### src/design/csc_regs.svh
// Purpose: Register offsets, field positions, reset values and scaling constants
// Assumes: Included by the scaler package and the scaler module
// Notes:   Definitions only
`ifndef CSC_REGS_SVH
`define CSC_REGS_SVH

// ----------------------------------------------------------------
// Register offsets
// ----------------------------------------------------------------
`define CSC_ADDR_W          4
`define CSC_ADDR_CTRL       4'h0
`define CSC_ADDR_SCALE      4'h1
`define CSC_ADDR_COUNT      4'h2
`define CSC_ADDR_REMAIN     4'h3
`define CSC_ADDR_CMD        4'h4

// ----------------------------------------------------------------
// Control register fields
// ----------------------------------------------------------------
`define CSC_RESP_LSB        0
`define CSC_RESP_MSB        2
`define CSC_EDGE_LSB        4
`define CSC_EDGE_MSB        5
`define CSC_SCM_LSB         8
`define CSC_SCM_MSB         10
`define CSC_CMD_DEFAULTS    0
`define CSC_CMD_CLEAR       1

// ----------------------------------------------------------------
// Codes and reset values
// ----------------------------------------------------------------
`define CSC_RESP_NORMAL     3'h0
`define CSC_RESP_QUADRATURE_TIMES_FOUR    3'h6
`define CSC_EDGE_ONE        2'h1
`define CSC_EDGE_TWO        2'h2
`define CSC_SCM_X1          3'h1
`define CSC_SCM_X0_1        3'h2
`define CSC_SCM_X0_01       3'h3
`define CSC_SCM_X0_001      3'h4
`define CSC_SF_RESET        16'h2710
`define CSC_SF_MAX          16'hEA5F

// ----------------------------------------------------------------
// Fixed point: one display unit is 10^7 internal steps
// ----------------------------------------------------------------
`define CSC_UNIT            27'h098_9680
`define CSC_UNIT_X6         27'h393_8700
`define CSC_WEIGHT_X1       10'h3E8
`define CSC_WEIGHT_X0_1     10'h064
`define CSC_WEIGHT_X0_01    10'h00A
`define CSC_WEIGHT_X0_001   10'h001

`endif

### src/design/csc_pkg.sv
// Purpose: Types shared by the count input scaler
// Assumes: csc_regs.svh on the include path
// Notes:   Constants live in the header
`include "csc_regs.svh"

package csc_pkg;

	// ----------------------------------------------------------------
	// Types
	// ----------------------------------------------------------------
	typedef enum logic [1:0] {
		CSC_MODE_ONE,
		CSC_MODE_TWO,
		CSC_MODE_QUAD
	} csc_mode_t;

	typedef struct packed {
		logic [2:0] scale_multiplier;
		logic [1:0] edge_sel;
		logic [2:0] resp;
	} csc_ctrl_t;

	typedef struct packed {
		logic       rd;
		logic       wr;
		logic [3:0] addr;
		logic [31:0] wdata;
	} csc_bus_req_t;

	typedef struct packed {
		logic signed [3:0] delta;
		logic [26:0]       frac;
	} csc_step_t;

endpackage : csc_pkg

### src/design/csc_edge_sel.sv
// Purpose: Synchronise sensor inputs and turn selected edges into count steps
// Assumes: Sensor inputs asynchronous to ref_clk_i
// Notes:   One step pulse per counted edge, with direction
`timescale 1ns/1ps
`default_nettype none

module csc_edge_sel
	import csc_pkg::*;
(
	// Clock and reset
	input  wire logic      ref_clk_i,
	input  wire logic      reset_i,
	input  wire logic      ce_i,
	// Configuration
	input  wire csc_mode_t mode_i,
	// Sensor pins
	input  wire logic      sig_a_i,
	input  wire logic      sig_b_i,
	// Count steps
	output logic           step_o,
	output logic           down_o
);

	// ----------------------------------------------------------------
	// Synchronisers and history
	// ----------------------------------------------------------------
	logic [1:0] meta_q;
	logic [1:0] sync_q;
	logic [1:0] prev_q;

	always_ff @(posedge ref_clk_i) begin
		if (reset_i) begin
			meta_q <= 2'h0;
			sync_q <= 2'h0;
			prev_q <= 2'h0;
		end else if (ce_i) begin
			meta_q <= {sig_b_i, sig_a_i};
			sync_q <= meta_q;
			prev_q <= sync_q;
		end
	end

	// ----------------------------------------------------------------
	// Edge selection
	// ----------------------------------------------------------------
	wire a_rise  = sync_q[0] & ~prev_q[0];
	wire a_chg   = sync_q[0] ^ prev_q[0];
	wire b_chg   = sync_q[1] ^ prev_q[1];
	wire q_valid = a_chg ^ b_chg;
	wire q_down  = ~(sync_q[0] ^ prev_q[1]);
	wire step_d  = (mode_i == CSC_MODE_ONE) ? a_rise :
	               (mode_i == CSC_MODE_TWO) ? a_chg  : q_valid;
	wire down_d  = (mode_i == CSC_MODE_QUAD) & q_valid & q_down;

	always_ff @(posedge ref_clk_i) begin
		if (reset_i) begin
			step_o <= 1'b0;
			down_o <= 1'b0;
		end else if (ce_i) begin
			step_o <= step_d;
			down_o <= down_d;
		end
	end

endmodule : csc_edge_sel

`default_nettype wire

### src/design/csc_scaler.sv
// Purpose: Scale counted sensor edges into an accumulated display count
// Assumes: Register port on ref_clk_i; sensor pins asynchronous
// Notes:   Fraction kept internally in steps of 10^-7 display unit
//
// Functional notes
// - Total scaling per input pulse is scale factor times multiplier times edges per pulse.
// - Edges per pulse may be one, two or four, four only in quadrature counting.
// - Edge selection mode 2 counts both the rising and falling edge of each pulse.
// - Input response mode 6 selects quadrature times four counting.
// - A factory default load sets one counted edge per pulse.
// - A factory default load sets the scale multiplier to one.
// - Each counted edge advances the display by its scaled share, which can jump the display by up to 6 counts at once.
// - The scale factor holds four fractional digits up to 5.9999.
// - The multiplier offers one tenth and one hundredth settings.
// - Multiplier modes 1 to 4 select times one, tenth, hundredth and thousandth.
// - Quadrature mode counts every edge of both inputs, except edges on both inputs in the same cycle.
`timescale 1ns/1ps
`default_nettype none
`include "csc_regs.svh"

module csc_scaler
	import csc_pkg::*;
#(
	parameter int COUNT_W = 32
) (
	// Clock and reset
	input  wire logic                   ref_clk_i,
	input  wire logic                   reset_i,
	input  wire logic                   ce_i,
	// Register port
	input  wire logic [`CSC_ADDR_W-1:0] addr_i,
	input  wire logic [31:0]            wdata_i,
	input  wire logic                   wr_i,
	input  wire logic                   rd_i,
	output logic [31:0]                 rdata_o,
	// Sensor pins
	input  wire logic                   sig_a_i,
	input  wire logic                   sig_b_i,
	// Display count
	output logic signed [COUNT_W-1:0]   display_count_o
);

	// ----------------------------------------------------------------
	// Parameter check
	// ----------------------------------------------------------------
	if (COUNT_W < 8 || COUNT_W > 32) begin : g_bad_width
		$error("csc_scaler: COUNT_W must be 8 to 32");
	end

	// ----------------------------------------------------------------
	// Functions
	// ----------------------------------------------------------------
	function automatic logic [9:0] scm_weight(input logic [2:0] scale_multiplier);
		logic [9:0] w;
		w = `CSC_WEIGHT_X1;
		unique case (scale_multiplier)
			`CSC_SCM_X0_1:   w = `CSC_WEIGHT_X0_1;
			`CSC_SCM_X0_01:  w = `CSC_WEIGHT_X0_01;
			`CSC_SCM_X0_001: w = `CSC_WEIGHT_X0_001;
			default:         w = `CSC_WEIGHT_X1;
		endcase
		return w;
	endfunction : scm_weight

	function automatic csc_step_t accumulate(
		input logic [26:0] frac,
		input logic [26:0] inc,
		input logic        down
	);
		csc_step_t  r;
		logic [26:0] s;
		logic [3:0]  whole;
		s     = down ? (frac + `CSC_UNIT_X6 - inc) : (frac + inc);
		whole = 4'h0;
		for (int i = 0; i < 7; i++) begin
			if (s >= `CSC_UNIT) begin
				s     = s - `CSC_UNIT;
				whole = whole + 4'h1;
			end
		end
		r.frac  = s;
		r.delta = down ? $signed(whole - 4'h6) : $signed(whole);
		return r;
	endfunction : accumulate

	function automatic logic legal_scm(input logic [2:0] scale_multiplier);
		return (scale_multiplier >= `CSC_SCM_X1) && (scale_multiplier <= `CSC_SCM_X0_001);
	endfunction : legal_scm

	// ----------------------------------------------------------------
	// Registers
	// ----------------------------------------------------------------
	csc_ctrl_t                 ctrl_q;
	logic [15:0]               sf_q;
	logic signed [COUNT_W-1:0] count_q;
	logic [26:0]               frac_q;
	logic [31:0]               rdata_q;

	csc_bus_req_t req;
	assign req = '{rd: rd_i, wr: wr_i, addr: addr_i, wdata: wdata_i};

	// ----------------------------------------------------------------
	// Write decode
	// ----------------------------------------------------------------
	wire        wr_ctrl   = req.wr && (req.addr == `CSC_ADDR_CTRL);
	wire        wr_scale  = req.wr && (req.addr == `CSC_ADDR_SCALE);
	wire        wr_cmd    = req.wr && (req.addr == `CSC_ADDR_CMD);
	wire        load_dflt = wr_cmd && req.wdata[`CSC_CMD_DEFAULTS];
	wire        clr_count = wr_cmd && req.wdata[`CSC_CMD_CLEAR];
	wire [2:0]  w_resp    = req.wdata[`CSC_RESP_MSB:`CSC_RESP_LSB];
	wire [1:0]  w_edge    = req.wdata[`CSC_EDGE_MSB:`CSC_EDGE_LSB];
	wire [2:0]  w_scm     = req.wdata[`CSC_SCM_MSB:`CSC_SCM_LSB];
	wire        w_edge_ok = (w_edge == `CSC_EDGE_ONE) || (w_edge == `CSC_EDGE_TWO);
	wire        w_scm_ok  = legal_scm(w_scm);
	wire [15:0] w_sf      = req.wdata[15:0];
	wire        w_sf_ok   = (req.wdata[31:16] == 16'h0000) && (w_sf <= `CSC_SF_MAX);

	// ----------------------------------------------------------------
	// Write qualification
	// ----------------------------------------------------------------
	wire ctrl_ok = wr_ctrl && w_edge_ok && w_scm_ok;

	csc_ctrl_t dflt_ctrl;
	assign dflt_ctrl = '{scale_multiplier: `CSC_SCM_X1, edge_sel: `CSC_EDGE_ONE, resp: `CSC_RESP_NORMAL};

	csc_ctrl_t w_ctrl;
	assign w_ctrl = '{scale_multiplier: w_scm, edge_sel: w_edge, resp: w_resp};

	csc_ctrl_t ctrl_d;
	assign ctrl_d = load_dflt ? dflt_ctrl :
	                ctrl_ok ? w_ctrl : ctrl_q;

	wire [15:0] sf_d = load_dflt ? `CSC_SF_RESET :
	                   (wr_scale && w_sf_ok) ? w_sf : sf_q;

	// ----------------------------------------------------------------
	// Edge mode selection
	// ----------------------------------------------------------------
	csc_mode_t mode;
	assign mode = (ctrl_q.resp == `CSC_RESP_QUADRATURE_TIMES_FOUR) ? CSC_MODE_QUAD :
	              (ctrl_q.edge_sel == `CSC_EDGE_TWO) ? CSC_MODE_TWO : CSC_MODE_ONE;

	logic step;
	logic down;

	csc_edge_sel u_edge_sel (
		.ref_clk_i (ref_clk_i),
		.reset_i   (reset_i),
		.ce_i      (ce_i),
		.mode_i    (mode),
		.sig_a_i   (sig_a_i),
		.sig_b_i   (sig_b_i),
		.step_o    (step),
		.down_o    (down)
	);

	// ----------------------------------------------------------------
	// Scaling arithmetic
	// ----------------------------------------------------------------
	wire [25:0] inc_raw = 26'(sf_q) * 26'(scm_weight(ctrl_q.scale_multiplier));
	wire [26:0] inc     = {1'b0, inc_raw};

	csc_step_t acc;
	assign acc = accumulate(frac_q, inc, down);

	wire signed [COUNT_W-1:0] delta_ext = COUNT_W'(acc.delta);
	wire signed [COUNT_W-1:0] count_d   = clr_count ? '0 :
	                                      step ? (count_q + delta_ext) : count_q;
	wire [26:0]               frac_d    = clr_count ? 27'h000_0000 :
	                                      step ? acc.frac : frac_q;

	// ----------------------------------------------------------------
	// Read decode
	// ----------------------------------------------------------------
	wire [31:0] ctrl_rd  = {21'h00_0000, ctrl_q.scale_multiplier, 2'h0, ctrl_q.edge_sel, 1'b0, ctrl_q.resp};
	wire [31:0] count_rd = 32'(count_q);
	wire [31:0] rd_mux   = (req.addr == `CSC_ADDR_CTRL)   ? ctrl_rd :
	                       (req.addr == `CSC_ADDR_SCALE)  ? {16'h0000, sf_q} :
	                       (req.addr == `CSC_ADDR_COUNT)  ? count_rd :
	                       (req.addr == `CSC_ADDR_REMAIN) ? {5'h00, frac_q} :
	                       32'h0000_0000;
	wire [31:0] rdata_d  = req.rd ? rd_mux : 32'h0000_0000;

	// ----------------------------------------------------------------
	// State
	// ----------------------------------------------------------------
	always_ff @(posedge ref_clk_i) begin
		if (reset_i) begin
			ctrl_q <= '{scale_multiplier: `CSC_SCM_X1, edge_sel: `CSC_EDGE_ONE, resp: `CSC_RESP_NORMAL};
			sf_q   <= `CSC_SF_RESET;
		end else if (ce_i) begin
			ctrl_q <= ctrl_d;
			sf_q   <= sf_d;
		end
	end

	always_ff @(posedge ref_clk_i) begin
		if (reset_i) begin
			count_q <= '0;
			frac_q  <= 27'h000_0000;
		end else if (ce_i) begin
			count_q <= count_d;
			frac_q  <= frac_d;
		end
	end

	always_ff @(posedge ref_clk_i) begin
		if (reset_i) begin
			rdata_q <= 32'h0000_0000;
		end else if (ce_i) begin
			rdata_q <= rdata_d;
		end
	end

	// ----------------------------------------------------------------
	// Outputs
	// ----------------------------------------------------------------
	assign rdata_o         = rdata_q;
	assign display_count_o = count_q;

endmodule : csc_scaler

`default_nettype wire

### config.mk
export PLATFORM = sky130hd
export DESIGN_NAME = csc_scaler
export DESIGN_NICKNAME = d
export VERILOG_FILES = /design/src/design/csc_pkg.sv /design/src/design/csc_edge_sel.sv /design/src/design/csc_scaler.sv
export VERILOG_INCLUDE_DIRS = /design/src /design/src/design
export SDC_FILE = /design/constraint.sdc
export NUM_CORES = 1
export LEC_CHECK = 0
export BUFFER_PORTS_ARGS = -buffer_cell sky130_fd_sc_hd__buf_4
export CAP_MARGIN = 20
export CORE_ASPECT_RATIO = 0.5
export CORE_MARGIN = 5
export CORE_UTILIZATION = 25
export CTS_BUF_LIST = sky130_fd_sc_hd__clkbuf_4 sky130_fd_sc_hd__clkbuf_8
export CTS_CLUSTER_SIZE = 40
export DETAILED_ROUTE_END_ITERATION = 10
export PLACE_DENSITY = 0.36
export SYNTH_ARGS = -nofsm -noshare
export SYNTH_HDL_FRONTEND = slang
export SYNTH_SLANG_ARGS = --single-unit
export TNS_END_PERCENT = 10
### constraint.sdc
create_clock -name ref_clk_i -period 61 [get_ports ref_clk_i]
set_clock_uncertainty 0.05 [all_clocks]
set_input_delay 12.2 -clock ref_clk_i [delete_from_list [all_inputs] [get_ports ref_clk_i]]
set_output_delay 12.2 -clock ref_clk_i [all_outputs]
set_load 0.03 [all_outputs]
# Yosys cells after proc, flatten, opt, wreduce, memory -nomap -nowiden
# Index checks and enable logic that the tools add are counted.
# Widths: inputs -> output; s select.
# totals
regBits	123
elab_cells	117
# classes
n_eq_ne	13
magnitude_cmp	10
n_mul	1
n_addsub	18
n_bitwise	9
muxes	34
n_reduce_logical	20
# ops
operator	n
$mux 27	11
$mux 32	6
$ge 27x24->1 const B	7
$sub 27x24->27 const B	7
$add 32x32->32	1
$mux 16	2
$pmux 10 s3	1
$mux 4	7
$add 27x26->27	1
$add 27x26->27 const B	1
$sub 27x26->27	1
$mul 16x10->26	1
$add 4x1->4 const B	6
$le 16x16->1 const B	1
$logic_not 16->1	1
$mux 8	2
$logic_and 1x1->1	10
$eq 4x2->1 const B	2
$eq 2x2->1 const B	3
$eq 3x2->1 const B	2
$eq 3x3->1 const B	2
$reduce_and 2->1	3
$reduce_bool 2->1	3
$eq 2x1->1 const B	2
13 further kinds	22

# Logic depth before layout (Yosys ltp)
# depth
word_depth	24
mapped_depth	155

# Modules after synthesis
# A second synthesis with hierarchy kept.
# hier_totals
cells_unflattened	3081
area_unflattened_um2	23342.4
# by_module_without_submodules
module	area_per_inst_um2	cells_per_inst	seq_area_each_um2	n_inst
csc_scaler	22954.5	3042	2302.2	1
csc_edge_sel	387.9	39	160.2	1

# Worst setup path before layout
# Ideal clock, no wire load.
# synth_timing
kind	register to register
start	register ctrl_q[7] (netlist name)
end	register count_q[31], in the netlist display_count_o[31]
period_less_slack_ns	28.808
path_slack_ns	32.192
setup_ns	0.128
t_required_ns	60.822
stages_incl_launch_ff	145
arrival_time_ns	28.630
path_cell_list	dfxtp_1 -> and3b_1 -> nor3_1 -> clkbuf_1 -> o21ai_0 -> fa_1 -> inv_1 -> fa_1 -> inv_1 -> fa_1 -> inv_1 -> fa_1 -> inv_1 -> fa_1 -> inv_1 -> ha_1 -> nor2b_1 -> o21a_1 -> [109 not listed] -> a21oi_1 -> o21bai_1 -> a21o_1 -> a21o_1 -> a21o_1 -> a21oi_1 -> nor2b_1 -> o21a_1 -> o21a_1 -> o21a_1 -> o21a_1 -> o21a_1 -> o21ai_0 -> nand2b_1 -> a21oi_1 -> xor2_1 -> a21oi_1 -> o22ai_1
# synth_via
elab_chain_len	24
elab_cells_between_ends	45
# synth_rtl
item	line_no	text
from (decl)	csc_scaler.sv:93	csc_ctrl_t ctrl_q;
from (signal assigned)	csc_scaler.sv:189	ctrl_q <= '{scale_multiplier: `CSC_SCM_X1, edge_sel: `CSC_EDGE_ONE, resp: `CSC_RESP_NORMAL};
from (signal assigned)	csc_scaler.sv:192	ctrl_q <= ctrl_d;
$eq 3x3->1 or $eq 3x2->1 (tied branches)	csc_scaler.sv:56	unique case (scale_multiplier)
$pmux 10 s3 *	csc_scaler.sv:56	
$mul 16x10->26 *	csc_scaler.sv:160	wire [25:0] inc_raw = 26'(sf_q) * 26'(scm_weight(ctrl_q.scale_multiplier));
$add 27x26->27 or $sub 27x26->27 (tied branches)	csc_scaler.sv:73	s = down ? (frac + `CSC_UNIT_X6 - inc) : (frac + inc);
$mux 27 *	csc_scaler.sv:73	
$sub 27x24->27 (no line) or $ge 27x24->1 (tied branches)	--	
$mux 27 or $mux 1 (tied branches)	csc_scaler.sv:76	if (s >= `CSC_UNIT) begin
$sub 27x24->27 (no line), or another cell as far along	--	
[8 not listed]	--	
$mux 27 or $mux 4 (tied branches)	csc_scaler.sv:76	
$ge 27x24->1 (no line) or $add 4x1->4 (tied branches)	--	
$mux 4 *	csc_scaler.sv:76	
$sub 4x3->4	csc_scaler.sv:82	r.delta = down ? $signed(whole - 4'h6) : $signed(whole);
$mux 4 *	csc_scaler.sv:82	
$add 32x32->32 *	csc_scaler.sv:168	step ? (count_q + delta_ext) : count_q;
$mux 32 *	csc_scaler.sv:168	
$mux 32 *	csc_scaler.sv:167	wire signed [COUNT_W-1:0] count_d = clr_count ? '0 :
to (signal assigned)	csc_scaler.sv:202	count_q <= count_d;
to (decl)	csc_scaler.sv:95	logic signed [COUNT_W-1:0] count_q;
# Every way passes the cells marked *; elsewhere a longest branch is shown, timed or not. The select of a mux whose other input is x is not followed.
# A chain may end at the register's enable or synchronous reset.

# Final worst setup path
# Ends and elaborated chain as after synthesis.

==> results.ini <==
[outcome]
outcome = completed

[drt]
routed-wl-met3_um = 2520
antenna_left = 0
first_pass_iters = 5
wl_um = 91800
drt_iter0_markers = 1611
wl_met1_um = 47300
wire_per_inst_um = 21.4
top_layer_used = met4
viasPerCell = 5.26
drt_drc_violations_left = 0
routed-wl-met2_um = 40900
vias = 22613

[clock_network]
post-cts-setup-buffer-count = 0
postCtsHoldBufs = 0
insertion_delay_ns = 0.47
cts.path.max_buffers = 2
clk_transition_reported_paths_ns = 0.08
cts_tree = yes
cts-root-buf = clkbuf_8
htreeDepth = 4
cts_resized = 0
clock_sink_count = 123
cts_buffers = 17

[timing]
hold_violations = 0
drv_slew = 0
worst_slew_pin_slew_ns = 1.04
rsz0062_at_grt = false
timing.final.crit_share = 0.517
setup_viol = 0
finalCriticalPeriod_ns = 31.55
slew-limit-headroom = 0.300
fin_setup_tns_ns = 0
max_freq_mhz = 31.7

[cells_and_area]
final_area_mm2 = 0.0254
final.fill_count = 10032
ff_latch_area_mm2 = 0.00246
antenna_cells = 0
fin_nets = 3401
multi_input_area_mm2 = 0.0191
drive_gt1_frac = 0.104
syn_to_final_growth_pct = 10.4

[worst_setup_path]
r2r_start = ctrl_q[7]$_SDFFE_PP0P_
critPathSlowestCell = nor3_1
end_kind = flip-flop
start_kind = flip-flop
critPathArrivalTime_ns = 31.89
worstPathMaxFanout = 36
r2r_end = display_count_o[31]$_SDFFE_PP0P_
crit_type = reg -> reg
critPathRequiredTime_ns = 61.35
endpoint = display_count_o[31]$_SDFFE_PP0P_
critPathMaxStageDelay_ns = 0.71
startpoint = ctrl_q[7]$_SDFFE_PP0P_
crit_top_cell = a21oi_1
rrSetupSlack_ns = 29.45
r2r_cells = 135

[synth]
yosysSeqAreaShare = 0.107
ys.flop_type = dfxtp_1
syn_area_mm2 = 0.0230
synth_warnings = 0
synthCells = 3020
yosys.cell_types.count = 134
ys_ff_latch = 123
ys_async_sr_fraction = 0
synth_area_per_cell_um2 = 7.62
syn-num-nets = 3373
synth-edff-count = 0

[floorplanning]
die_w_um = 439
start_util = 0.253
num_rows = 78
die_y_um = 225
num_io_pins = 107
coreArea_mm2 = 0.0910
dieArea_mm2 = 0.0986

[global_routing]
grt_pass1_vias = 21974
overflow = 0
antenna_found_initial = 0
grt_max_degree = 62
grt_first_pass_wirelength_um = 139000
track_usage = 0.180

[min_path]
worstHoldPathType = reg -> reg

[placement]
port_buffers = 106
placed_area_mm2 = 0.0250
hpwl_um = 74900
gp_congestion = 0.865

[flow_run]
drv_cap = 0

stage by stage:
step                 util  hold slack, ns  setup WS, ns  instances
floorplan               -           0.394         32.19       3020
global placement    0.275           0.419         30.26       4269
detailed placement  0.275           0.424         29.58       4269
CTS                 0.279           0.437         29.46       4300
global route        0.279           0.481         26.58       4300
finish              0.279           0.437         29.45       4300
critical path: cells and delay by family (launching register included):
family	cells	cell delay, ns
compound gates	75	14.96
xor+xnor	6	1.65
fa+ha+maj	15	5.74
buf+inv	16	2.63
flops	1	0.40
mux	1	0.28
simple gates	22	5.64
how the worst min path moves through the flow:
| stage | slack (ns) | from | to | cells past startpoint |
|---|---|---|---|---|
| detailed placement | 0.42 | ctrl_q[1]$_SDFFE_PP0P_ | ctrl_q[1]$_SDFFE_PP0P_ | 2 |
| finish | 0.44 | ctrl_q[1]$_SDFFE_PP0P_ | ctrl_q[1]$_SDFFE_PP0P_ | 2 |
| global route | 0.48 | ctrl_q[1]$_SDFFE_PP0P_ | ctrl_q[1]$_SDFFE_PP0P_ | 2 |
| global placement | 0.42 | ctrl_q[1]$_SDFFE_PP0P_ | ctrl_q[1]$_SDFFE_PP0P_ | 2 |
| floorplan | 0.39 | ctrl_q[0]$_SDFFE_PP0P_ | ctrl_q[0]$_SDFFE_PP0P_ | 2 |
| CTS | 0.44 | ctrl_q[1]$_SDFFE_PP0P_ | ctrl_q[1]$_SDFFE_PP0P_ | 2 |
cell usage after synthesis (70+ instances only):
library cell  instances  area [um2]
xnor2_1             123        1080
nand3_1              93         465
nand2_1             240         901
ha_1                218        2730
clkbuf_1             70         263
o21ai_0             112         561
dfxtp_1             123        2460
a21oi_1             211        1060
fa_1                 92        1840
nor3_1               78         390
nor2_1              263         987
a21o_1               76         571
inv_1               241         905
xor2_1               79         692
cell type report:
class | count | share of cell area
multi-input combinational | 2530 | 0.752
clock inverter | 14 | 0.00581
sequential | 123 | 0.0970
tap | 1240 | 0.0611
inverter | 246 | 0.0363
clock buffer | 17 | 0.00921
timing repair buffer | 130 | 0.0384
state kept, by name, summed over array words and instances, names as in the netlist:
| register | count |
|---|---|
| u_edge_sel.meta_q | 2 |
| frac_q | 27 |
| ctrl_q | 8 |
| display_count_o | 32 |
| rdata_o | 32 |
| u_edge_sel.sync_q | 2 |
| u_edge_sel.prev_q | 2 |
| u_edge_sel.step_o | 1 |
| sf_q | 16 |
| u_edge_sel.down_o | 1 |
kinds of logic after synthesis:
group,count (synthesis),share of synthesized area
simple gates,992,0.217
compound gates,936,0.293
buf+inv,367,0.0641
fa+ha+maj,311,0.199
xor+xnor,203,0.0779
flops,123,0.107
mux,88,0.0412
layer usage:
metal / GRT usage / vias to the layer above
met3: 0.0113 / 58
met4: 0.0271 / 0
met5: 0 / -
met2: 0.289 / 391
li1: - / 11090
met1: 0.270 / 11074
placed cells by master, fill, tap and decap left out, drive strengths merged, types with 92 or more instances in the layout:
cell,count
fa,92
xnor2,123
buf,130
a21oi,217
inv,246
nor2,265
o21ai,149
dfxtp,123
ha,218
nand2,240
nand3,95
Power is not shown: default switching activity piles up to over one toggle a cycle in this logic, so the estimate is an artifact.
